`config.mk`:
```
export PLATFORM = sky130hd
export DESIGN_NAME = dual_timer_counter
export DESIGN_NICKNAME = d
export VERILOG_FILES = /design/src/rtl/dual_timer_pkg.sv /design/src/rtl/dual_timer_counter.sv
export SDC_FILE = /design/constraint.sdc
export NUM_CORES = 1
export LEC_CHECK = 0
export ABC_CLOCK_PERIOD_IN_PS = 4700
export BUFFER_PORTS_ARGS = -buffer_cell sky130_fd_sc_hd__buf_2
export CAP_MARGIN = 25
export CORE_MARGIN = 8
export CORE_UTILIZATION = 50
export CTS_CLUSTER_SIZE = 40
export DETAILED_ROUTE_END_ITERATION = 10
export GPL_ROUTABILITY_DRIVEN = 0
export PLACE_DENSITY = 0.68
export SLEW_MARGIN = 15
export SYNTH_ARGS = -nofsm -noshare
export SYNTH_HDL_FRONTEND = slang
export SYNTH_SLANG_ARGS = --single-unit
```
`constraint.sdc`:
```
create_clock -name sys_clk_i -period 4.7 [get_ports sys_clk_i]
set_clock_uncertainty 0.1 [all_clocks]
set_input_delay 0.94 -clock sys_clk_i [delete_from_list [all_inputs] [get_ports sys_clk_i]]
set_output_delay 0.94 -clock sys_clk_i [all_outputs]
set_load 0.03 [all_outputs]
```
`src/rtl/dual_timer_pkg.sv`:
```
/*
 * Constants and types for the dual timer/counter block.
 * Assumes one 40 MHz system clock and a simple strobe register port.
 */
`default_nettype none
package dual_timer_pkg;
	// -------------------------------------------------
	// register map
	// -------------------------------------------------
	localparam logic [2:0] ADDR_MODE    = 3'h0;
	localparam logic [2:0] ADDR_CTRL    = 3'h1;
	localparam logic [2:0] ADDR_LOW0    = 3'h2;
	localparam logic [2:0] ADDR_HIGH0   = 3'h3;
	localparam logic [2:0] ADDR_LOW1    = 3'h4;
	localparam logic [2:0] ADDR_HIGH1   = 3'h5;
	localparam logic [2:0] ADDR_IRQ_ST  = 3'h6;
	localparam logic [2:0] ADDR_IRQ_MSK = 3'h7;
	// -------------------------------------------------
	// field positions
	// -------------------------------------------------
	localparam int MODE1_LSB    = 4;
	localparam int MODE0_LSB    = 0;
	localparam int CTRL_OVF1    = 7;
	localparam int CTRL_RUN1    = 6;
	localparam int CTRL_OVF0    = 5;
	localparam int CTRL_RUN0    = 4;
	localparam int IRQ_OVF0     = 0;
	localparam int IRQ_OVF1     = 1;
	localparam int IRQ_EXT0     = 2;
	localparam int IRQ_EXT1     = 3;
	// -------------------------------------------------
	// reset values
	// -------------------------------------------------
	localparam logic [7:0] RST_BYTE = 8'h00;
	localparam logic [3:0] RST_NIB  = 4'h0;
	localparam logic [3:0] RST_PINS = 4'hF;
	// -------------------------------------------------
	// timing
	// -------------------------------------------------
	localparam int OSC_PER_MCYC   = 12;
	localparam int OSC_PER_MCYC_F = 6;
	localparam logic [3:0] DIV_LAST    = 4'(OSC_PER_MCYC - 1);
	localparam logic [3:0] DIV_LAST_F  = 4'(OSC_PER_MCYC_F - 1);
	localparam logic [4:0] LOW5_MAX    = 5'h1F;
	localparam logic [7:0] BYTE_MAX    = 8'hFF;
	// -------------------------------------------------
	// types
	// -------------------------------------------------
	typedef enum logic [1:0] {
		MODE_13BIT,
		MODE_16BIT,
		MODE_RELOAD,
		MODE_SPLIT
	} tmode_t;
	typedef struct packed {
		logic   gate;
		logic   ext_src;
		tmode_t mode;
	} tcfg_t;
	typedef struct packed {
		logic [7:0] high;
		logic [7:0] low;
	} tcount_t;
	typedef struct packed {
		logic [2:0] addr;
		logic [7:0] wdata;
		logic       wr;
		logic       rd;
	} regreq_t;
endpackage
`default_nettype wire

```
`src/rtl/dual_timer_counter.sv`:
```
/*
 * Two up-counting timer/counters with mode and control registers,
 * sticky interrupt status and a baud pulse from timer 1.
 * Assumes pins are asynchronous and the register master never waits.
 */
// Design decisions made here: the register addresses and the strobed register port.
// Operation
// - each counter picks one of four modes by its two-bit field
// - mode 0 uses 8 high bits and low five bits, 13 bits
// - overflow from all ones sets the flag and requests an interrupt, except timer 1 while timer 0 is in mode 3
// - counting enabled when run set and gate clear or irq pin high
// - setting the run bit never clears the count
// - mode 1 is mode 0 with the full sixteen bits
// - timer 0 mode 2 counts low byte, reloads it from high byte
// - timer 0 mode 3 high byte is timer using timer 1 run and flag
// - timer 1 in mode 3 stops counting
// - timer 1 mode 2 reserved, no reload, counter holds
// - each timer 1 overflow gives a pulse to the serial port
// - source is machine cycle tick, or count pin when select set
// - gating leaves the irq pin low-level interrupt untouched
// - mode and control writes take effect at end of the access
// - two 8-bit config registers: mode has timer 1 high nibble, timer 0 low; control has both in high nibble
// - count pin sampled per machine cycle, one-then-zero counts
// - timer counts once per machine cycle of twelve oscillator cycles, or six when fast tick set
`default_nettype none
module dual_timer_counter (
	// clock and reset
	input  wire logic       sys_clk_i,
	input  wire logic       reset_i,
	// register port
	input  wire logic [2:0] reg_addr_i,
	input  wire logic [7:0] reg_wdata_i,
	input  wire logic       reg_wr_i,
	input  wire logic       reg_rd_i,
	output logic      [7:0] reg_rdata_o,
	// pins
	input  wire logic       count_pin_zero_i,
	input  wire logic       count_pin_one_i,
	input  wire logic       ext_irq_pin_zero_i,
	input  wire logic       ext_irq_pin_one_i,
	// events
	input  wire logic       fast_tick_i,
	output logic            baud_pulse_o,
	output logic            irq_o
);
	// ---------------------------------------------------------------
	// declarations
	// ---------------------------------------------------------------
	dual_timer_pkg::regreq_t req;
	dual_timer_pkg::tcfg_t   cfg0;
	dual_timer_pkg::tcfg_t   cfg1;
	dual_timer_pkg::tcount_t cnt0_ff;
	dual_timer_pkg::tcount_t cnt1_ff;
	dual_timer_pkg::tcount_t nxt_cnt0;
	dual_timer_pkg::tcount_t nxt_cnt1;
	logic [7:0] mode_ff;
	logic [7:0] ctrl_ff;
	logic [7:0] nxt_ctrl;
	logic [3:0] irq_st_ff;
	logic [3:0] irq_msk_ff;
	logic [3:0] nxt_irq_st;
	logic [3:0] div_ff;
	logic [3:0] pin_s1_ff;
	logic [3:0] pin_s2_ff;
	logic [1:0] cnt_smp_ff;
	logic [7:0] rdata_ff;
	logic       baud_ff;
	logic       mcyc;
	logic       en0;
	logic       en1;
	logic       inc0;
	logic       inc1;
	logic       inc_high0;
	logic       ovf0;
	logic       ovf1;
	logic       ovf_split;
	logic       ovf_t1_flag;
	logic       fall0;
	logic       fall1;
	logic       wr_ctrl;
	logic       rd_status;
	logic [7:0] rd_mux;
	logic [3:0] events;

	assign req  = '{addr: reg_addr_i, wdata: reg_wdata_i,
	                wr: reg_wr_i, rd: reg_rd_i};
	assign cfg0 = dual_timer_pkg::tcfg_t'(
		mode_ff[dual_timer_pkg::MODE0_LSB +: 4]);
	assign cfg1 = dual_timer_pkg::tcfg_t'(
		mode_ff[dual_timer_pkg::MODE1_LSB +: 4]);

	// ---------------------------------------------------------------
	// functions
	// ---------------------------------------------------------------
	// count source: pin fall or machine-cycle tick
	function automatic logic src_tick(input logic ext, input logic fall,
		input logic tick);
		src_tick = ext ? fall : tick;
	endfunction
	function automatic logic gate_ok(input logic run, input logic gate,
		input logic pin);
		gate_ok = run && (!gate || pin);
	endfunction
	// 13/16-bit increment; returns overflow via output
	function automatic dual_timer_pkg::tcount_t step_wide(
		input dual_timer_pkg::tcount_t c, input logic wide,
		output logic ovf);
		logic [4:0] lo5;
		dual_timer_pkg::tcount_t r;
		lo5 = c.low[4:0];
		r   = c;
		ovf = 1'b0;
		if (wide) begin
			r   = dual_timer_pkg::tcount_t'(16'({c.high, c.low} + 16'h0001));
			ovf = ({c.high, c.low} == 16'hFFFF);
		end else begin
			r.low[4:0] = 5'(lo5 + 5'h01);
			if (lo5 == dual_timer_pkg::LOW5_MAX) begin
				r.high = 8'(c.high + 8'h01);
			end
			ovf = (lo5 == dual_timer_pkg::LOW5_MAX) &&
			      (c.high == dual_timer_pkg::BYTE_MAX);
		end
		step_wide = r;
	endfunction

	// ---------------------------------------------------------------
	// synchronisers and machine-cycle divider
	// ---------------------------------------------------------------
	always_ff @(posedge sys_clk_i or posedge reset_i) begin
		if (reset_i) begin
			// idle high, so leaving reset raises no false irq event
			pin_s1_ff <= dual_timer_pkg::RST_PINS;
			pin_s2_ff <= dual_timer_pkg::RST_PINS;
		end else begin
			pin_s1_ff <= {ext_irq_pin_one_i, ext_irq_pin_zero_i,
			              count_pin_one_i, count_pin_zero_i};
			pin_s2_ff <= pin_s1_ff;
		end
	end

	// one machine cycle is twelve clocks, or six when fast tick set
	always_ff @(posedge sys_clk_i or posedge reset_i) begin
		if (reset_i) begin
			div_ff <= dual_timer_pkg::RST_NIB;
		end else if (mcyc) begin
			div_ff <= dual_timer_pkg::RST_NIB;
		end else begin
			div_ff <= 4'(div_ff + 4'h1);
		end
	end
	assign mcyc = fast_tick_i ? (div_ff >= dual_timer_pkg::DIV_LAST_F)
	                          : (div_ff == dual_timer_pkg::DIV_LAST);

	// pin sampled once per machine cycle; 1 then 0 is one count
	always_ff @(posedge sys_clk_i or posedge reset_i) begin
		if (reset_i) begin
			cnt_smp_ff <= 2'h0;
		end else if (mcyc) begin
			cnt_smp_ff <= pin_s2_ff[1:0];
		end
	end
	assign fall0 = mcyc && cnt_smp_ff[0] && !pin_s2_ff[0];
	assign fall1 = mcyc && cnt_smp_ff[1] && !pin_s2_ff[1];

	// ---------------------------------------------------------------
	// count enables
	// ---------------------------------------------------------------
	assign en0 = gate_ok(ctrl_ff[dual_timer_pkg::CTRL_RUN0], cfg0.gate,
	                     pin_s2_ff[2]);
	assign en1 = gate_ok(ctrl_ff[dual_timer_pkg::CTRL_RUN1], cfg1.gate,
	                     pin_s2_ff[3]);
	assign inc0 = en0 && src_tick(cfg0.ext_src, fall0, mcyc);
	// split high byte: machine cycles, run bit one only
	assign inc_high0 = (cfg0.mode == dual_timer_pkg::MODE_SPLIT) &&
	                   ctrl_ff[dual_timer_pkg::CTRL_RUN1] && mcyc;
	// timer 1 idles in mode 3 and in its reserved reload mode
	assign inc1 = en1 && src_tick(cfg1.ext_src, fall1, mcyc) &&
	              (cfg1.mode != dual_timer_pkg::MODE_SPLIT) &&
	              (cfg1.mode != dual_timer_pkg::MODE_RELOAD);

	// ---------------------------------------------------------------
	// counter next state
	// ---------------------------------------------------------------
	always_comb begin
		nxt_cnt0  = cnt0_ff;
		ovf0      = 1'b0;
		ovf_split = 1'b0;
		case (cfg0.mode)
			dual_timer_pkg::MODE_13BIT,
			dual_timer_pkg::MODE_16BIT: begin
				if (inc0) begin
					nxt_cnt0 = step_wide(cnt0_ff,
						cfg0.mode == dual_timer_pkg::MODE_16BIT, ovf0);
				end
			end
			dual_timer_pkg::MODE_RELOAD: begin
				if (inc0) begin
					ovf0 = (cnt0_ff.low == dual_timer_pkg::BYTE_MAX);
					nxt_cnt0.low = ovf0 ? cnt0_ff.high
					                    : 8'(cnt0_ff.low + 8'h01);
				end
			end
			default: begin
				if (inc0) begin
					ovf0 = (cnt0_ff.low == dual_timer_pkg::BYTE_MAX);
					nxt_cnt0.low = 8'(cnt0_ff.low + 8'h01);
				end
				if (inc_high0) begin
					ovf_split = (cnt0_ff.high == dual_timer_pkg::BYTE_MAX);
					nxt_cnt0.high = 8'(cnt0_ff.high + 8'h01);
				end
			end
		endcase
		// software writes of count bytes override the increment
		if (req.wr && req.addr == dual_timer_pkg::ADDR_LOW0) begin
			nxt_cnt0.low = req.wdata;
		end
		if (req.wr && req.addr == dual_timer_pkg::ADDR_HIGH0) begin
			nxt_cnt0.high = req.wdata;
		end
	end

	always_comb begin
		nxt_cnt1 = cnt1_ff;
		ovf1     = 1'b0;
		if (inc1) begin
			nxt_cnt1 = step_wide(cnt1_ff,
				cfg1.mode == dual_timer_pkg::MODE_16BIT, ovf1);
		end
		if (req.wr && req.addr == dual_timer_pkg::ADDR_LOW1) begin
			nxt_cnt1.low = req.wdata;
		end
		if (req.wr && req.addr == dual_timer_pkg::ADDR_HIGH1) begin
			nxt_cnt1.high = req.wdata;
		end
	end

	always_ff @(posedge sys_clk_i or posedge reset_i) begin
		if (reset_i) begin
			cnt0_ff <= '0;
			cnt1_ff <= '0;
		end else begin
			cnt0_ff <= nxt_cnt0;
			cnt1_ff <= nxt_cnt1;
		end
	end

	// ---------------------------------------------------------------
	// mode and control registers
	// ---------------------------------------------------------------
	// overflow of timer 1 flag comes from split high byte in mode 3
	assign ovf_t1_flag = (cfg0.mode == dual_timer_pkg::MODE_SPLIT) ?
	                     ovf_split : ovf1;
	assign wr_ctrl     = req.wr && req.addr == dual_timer_pkg::ADDR_CTRL;
	always_comb begin
		nxt_ctrl = wr_ctrl ? req.wdata : ctrl_ff;
		// hardware set wins over a same-cycle software clear
		if (ovf0) begin
			nxt_ctrl[dual_timer_pkg::CTRL_OVF0] = 1'b1;
		end
		if (ovf_t1_flag) begin
			nxt_ctrl[dual_timer_pkg::CTRL_OVF1] = 1'b1;
		end
	end
	// writes land at the clock edge closing the access
	always_ff @(posedge sys_clk_i or posedge reset_i) begin
		if (reset_i) begin
			mode_ff <= dual_timer_pkg::RST_BYTE;
			ctrl_ff <= dual_timer_pkg::RST_BYTE;
		end else begin
			if (req.wr && req.addr == dual_timer_pkg::ADDR_MODE) begin
				mode_ff <= req.wdata;
			end
			ctrl_ff <= nxt_ctrl;
		end
	end

	// ---------------------------------------------------------------
	// interrupt status, mask and baud pulse
	// ---------------------------------------------------------------
	// irq pins request while low, independent of gating
	assign events = {!pin_s2_ff[3], !pin_s2_ff[2],
	                 ovf_t1_flag, ovf0};
	assign rd_status = req.rd && req.addr == dual_timer_pkg::ADDR_IRQ_ST;
	assign nxt_irq_st = (rd_status ? 4'h0 : irq_st_ff) | events;
	always_ff @(posedge sys_clk_i or posedge reset_i) begin
		if (reset_i) begin
			irq_st_ff  <= dual_timer_pkg::RST_NIB;
			irq_msk_ff <= dual_timer_pkg::RST_NIB;
			baud_ff    <= 1'b0;
		end else begin
			irq_st_ff <= nxt_irq_st;
			if (req.wr && req.addr == dual_timer_pkg::ADDR_IRQ_MSK) begin
				irq_msk_ff <= req.wdata[3:0];
			end
			baud_ff <= ovf1;
		end
	end
	assign irq_o        = |(irq_st_ff & irq_msk_ff);
	assign baud_pulse_o = baud_ff;

	// ---------------------------------------------------------------
	// read back
	// ---------------------------------------------------------------
	assign rd_mux =
		(req.addr == dual_timer_pkg::ADDR_MODE)   ? mode_ff :
		(req.addr == dual_timer_pkg::ADDR_CTRL)   ? ctrl_ff :
		(req.addr == dual_timer_pkg::ADDR_LOW0)   ? cnt0_ff.low :
		(req.addr == dual_timer_pkg::ADDR_HIGH0)  ? cnt0_ff.high :
		(req.addr == dual_timer_pkg::ADDR_LOW1)   ? cnt1_ff.low :
		(req.addr == dual_timer_pkg::ADDR_HIGH1)  ? cnt1_ff.high :
		(req.addr == dual_timer_pkg::ADDR_IRQ_ST) ? {4'h0, irq_st_ff} :
		{4'h0, irq_msk_ff};
	always_ff @(posedge sys_clk_i or posedge reset_i) begin
		if (reset_i) begin
			rdata_ff <= dual_timer_pkg::RST_BYTE;
		end else if (req.rd) begin
			rdata_ff <= rd_mux;
		end
	end
	assign reg_rdata_o = rdata_ff;

	// ---------------------------------------------------------------
	// assertions
	// ---------------------------------------------------------------
	property p_ovf0_flag;
		@(posedge sys_clk_i) disable iff (reset_i)
		ovf0 |=> ctrl_ff[dual_timer_pkg::CTRL_OVF0];
	endproperty
	a_ovf0_flag: assert property (p_ovf0_flag)
		else $error("overflow 0 did not set flag");
	property p_no_run_hold;
		@(posedge sys_clk_i) disable iff (reset_i)
		(!ctrl_ff[dual_timer_pkg::CTRL_RUN1] && !req.wr)
		|=> $stable(cnt1_ff);
	endproperty
	a_no_run_hold: assert property (p_no_run_hold)
		else $error("timer 1 counted while stopped");
	property p_t1_mode3_stop;
		@(posedge sys_clk_i) disable iff (reset_i)
		(cfg1.mode == dual_timer_pkg::MODE_SPLIT && !req.wr)
		|=> $stable(cnt1_ff);
	endproperty
	a_t1_mode3_stop: assert property (p_t1_mode3_stop)
		else $error("timer 1 counted in mode 3");
	property p_reload;
		@(posedge sys_clk_i) disable iff (reset_i)
		(cfg0.mode == dual_timer_pkg::MODE_RELOAD && ovf0 && !req.wr)
		|=> cnt0_ff.low == $past(cnt0_ff.high) && $stable(cnt0_ff.high);
	endproperty
	a_reload: assert property (p_reload)
		else $error("low byte not reloaded from high byte");
	property p_baud;
		@(posedge sys_clk_i) disable iff (reset_i)
		ovf1 |=> baud_pulse_o ##1 !baud_pulse_o || $past(ovf1);
	endproperty
	a_baud: assert property (p_baud)
		else $error("baud pulse missing after timer 1 overflow");
	property p_mcyc_spacing;
		@(posedge sys_clk_i) disable iff (reset_i)
		(mcyc && !fast_tick_i) |=> !mcyc [*5];
	endproperty
	a_mcyc_spacing: assert property (p_mcyc_spacing)
		else $error("machine cycle tick too close");
	property p_run_keeps;
		@(posedge sys_clk_i) disable iff (reset_i)
		(wr_ctrl && !inc0 && !inc_high0 &&
		 req.addr != dual_timer_pkg::ADDR_LOW0) |=> $stable(cnt0_ff);
	endproperty
	a_run_keeps: assert property (p_run_keeps)
		else $error("control write changed count");
	property p_mode0_width;
		@(posedge sys_clk_i) disable iff (reset_i)
		(cfg0.mode == dual_timer_pkg::MODE_13BIT && inc0 &&
		 cnt0_ff.low[4:0] == 5'h1F && cnt0_ff.high == 8'hFF)
		|-> ovf0;
	endproperty
	a_mode0_width: assert property (p_mode0_width)
		else $error("13 bit overflow missed");
	property p_fall_needs_high;
		@(posedge sys_clk_i) disable iff (reset_i)
		(cfg0.ext_src && cfg0.mode == dual_timer_pkg::MODE_16BIT &&
		 en0 && fall0 && !req.wr)
		|=> {cnt0_ff.high, cnt0_ff.low} ==
		    16'({$past(cnt0_ff.high), $past(cnt0_ff.low)} + 16'h0001);
	endproperty
	a_fall_needs_high: assert property (p_fall_needs_high)
		else $error("pin fall did not count in the next cycle");
endmodule
`default_nettype wire

```
==> results.md <==
- Outcome: finished clean
- Top_reg_cell synth: dfrtp_1
- Clock Sinks: about 80
- Antenna Cells: 0
- Element type at the critical path start: input pin
- Layout cells sized above 1: 0.2185
- Final Hold Viols: 0
- Die width: ~110 µm
- DIE HEIGHT: 112.6 µm
- Fmax achieved: 372.2 MHz
- CTS tree: built
- Max-slew violations: 0
- Mapped Area: 4662 µm²
- First-pass GRT wire length: roughly 21 mm
- Psw: a little over 900 µW
- Setup TNS: 0 ns
- Fillers: 806
- Final Core Density: 0.5606
- Sequential fraction of the synthesis area: 0.4262
- I/O Pins: 30
- Post-Synthesis Cells: about 480
- Crit path max fanout: 31
- Clk pwr share: 0.247
- Static leakage: around 0.0022 µW
- Max stage delay on crit path: 0.65 ns
- Area share of the largest cell type after synthesis: 0.3811
- Total iterations of the first detailed-routing run: 5
- Post-synth EDFFs: 0
- Die area: ~13,000 µm²
- Remaining routing DRC violations: 0
- Yosys warns: 0
- Most frequent cells after synthesis: 71 x dfrtp_1, 57 x nand2_1, 46 x nor2_1
- WP data arrival: approximately 2.8 ns
- Antenna-violating nets left: 0
- Top Family by Delay on Critical Path: simple AND/OR/NAND/NOR gates
- CTS Buf Count: 9
- Hold_buf cts: 0
- Routed wire length per instance: 20.72 µm
- Initial DRC Count: between 400 and 500
- Sequential power share: 0.446
- Final setup viols: 0
- DP HPWL: approximately 9.1 mm
- Via Count: around 4.0k
- Initial antenna violation count: 0
- Syn avg cell area: roughly 9.8 µm²
- Total global routing overflow: 0
- Vias in the first global route: roughly 3.8k
- Combinational share of power: 0.307
- # port buffers: 29
- Drt total wl: 12.82 mm
- All-Layer GR Usage: 0.2085
- Root Driver: clkbuf_8
- Worst setup EP type: flop
- Cell variety after synth: 66
- Site row count: 35
- Total internal power: around 1600 µW
- Worst path cell trace: buf_2 -> nand2b_1 -> nor2_1 -> nor2b_1 -> a211oi_1 -> o21ai_0
- Largest net degree at the start of global routing: between 40 and 50
- Core Region: 9153 µm²
- Min Clock Period, post-route: ~2.7 ns
- Seq cells post-synth: just under 80
- Ys async rst share: 1.000
- WP data required: just under 5 ns
- Slew Limit Headroom: 0.3679
- VDD IR-drop max: 0.2719 mV
- Max-Cap Viols: 0
- Period utilisation layout: 0.5716
- PD cells: 483.9 nW/µm²
- WP buf/inv: 1
- Synth top area cells: dfrtp_1 38%, mux2_2 7.0%, nand2_1 4.6%
- PostCTS Resize Cnt: 0
- RSZ-0062 raised after global routing: false
- Syn_nets: 506
- Vias per inst: around 6.4
- Clock Tree Buf Depth: 2
- Clk pin slew, worst setup/hold paths: approximately 0.08 ns
- Worst-Margin Slew: approximately 0.94 ns
- Max H-tree Level: 3
- Largest area contributor in the netlist: dfrtp_1
- Critical path type: in2reg
- Initial core utilization: 0.5094
- Switching Fraction: 0.3700
- Post-CTS setup repair buffer count: 0
- Crit-path slowest cell: nor2_1
- Area delta synth->final: 10.06%
- Later-pin clock latency in the skew report: between 0.3 and 0.4 ns
- Count leader, synth: dfrtp_1
- Nets@finish: between 500 and 600
- Worst hold path class: reg2reg
[placed cells by master, fill, tap and decap left out, types with 15 or more instances in the layout]
master	instances
dfrtp_1	71
nor2_1	46
inv_1	17
nand3_1	22
a31oi_1	15
a21oi_1	15
nand2_1	57
mux2i_1	15
mux2_2	29
buf_2	31
[cells by family (layout without fill, tap and decap cells)]
group                    after synthesis  count (layout)  synth area share
XOR/XNOR                               8               8           0.01503
multiplexers                          49              49            0.1264
AO/OA/AOI/OAI                        118             118            0.1879
adder cells (fa/ha/maj)                9               9           0.02416
AND/OR/NAND/NOR                      180             180            0.1908
buffers and inverters                 34              65           0.02952
flip-flops                            79              79            0.4262
[metrics by stage]
step	power [µW]	std cells	worst slack (ns)	instance area (µm²)	hold WS, ns
global placement	1836	602	1.754	4885	0.2454
CTS	2488	618	2.037	5126	0.2595
global route	2633	619	1.777	5131	0.2612
floorplan	1619	477	1.650	4662	0.2452
finish	2483	619	2.013	5131	0.2575
detailed placement	1870	603	1.671	4890	0.2476
[final timing paths]
kind                            depth (start not counted)                 endpoint  slack, ns              startpoint
worst max-delay path                                    6   ctrl_ff[7]$_DFFE_PP0P_       2.01           reg_addr_i[0]
worst min-delay path                                    0   pin_s2_ff[1]$_DFF_PP1_       0.26  pin_s1_ff[1]$_DFF_PP1_
worst max register to register                          8  cnt1_ff[14]$_DFFE_PP0P_       2.06  cnt1_ff[0]$_DFFE_PP0P_
worst min register to register                          0   pin_s2_ff[1]$_DFF_PP1_       0.26  pin_s1_ff[1]$_DFF_PP1_
max in group asynchronous                               3   pin_s1_ff[1]$_DFF_PP1_       2.96                 reset_i
min in group asynchronous                               2  cnt0_ff[11]$_DFFE_PP0P_       0.56                 reset_i
[power groups by stage]
stage          clock [µW]  sequential, µW  combinational, µW
2_1_floorplan           0            1050                569
3_3_place_gp            0            1110                727
3_5_place_dp            0            1110                758
4_1_cts               622            1100                763
5_1_grt               649            1140                848
6_report              612            1110                762
[per-layer routing]
metal | global-route usage | part of all wire
met5 | 0 | 0
met3 | 0.04616 | 0.084
met1 | 0.2689 | 0.42
met4 | 0.08993 | 0.033
met2 | 0.3296 | 0.46
[registers in the layout, indices dropped and copies added, names as in the netlist]
register,cells
cnt0_ff,16
cnt1_ff,16
pin_s2_ff,4
reg_rdata_o,8
div_ff,4
irq_st_ff,4
cnt_smp_ff,2
irq_msk_ff,4
mode_ff,8
pin_s1_ff,4
ctrl_ff,8
baud_pulse_o,1
[final cells by class]
type | instances | area [µm²] | area share
sequential | 79 | 1987 | 0.3872
clock buffer | 11 | 141.4 | 0.02755
timing repair buffer | 32 | 162.7 | 0.03170
multi-input combinational | 364 | 2537 | 0.4945
clock inverter | 4 | 95.09 | 0.01853
inverter | 18 | 68.82 | 0.01341
tap | 111 | 138.9 | 0.02707
Note: power is estimated with default switching activity, not from simulation.
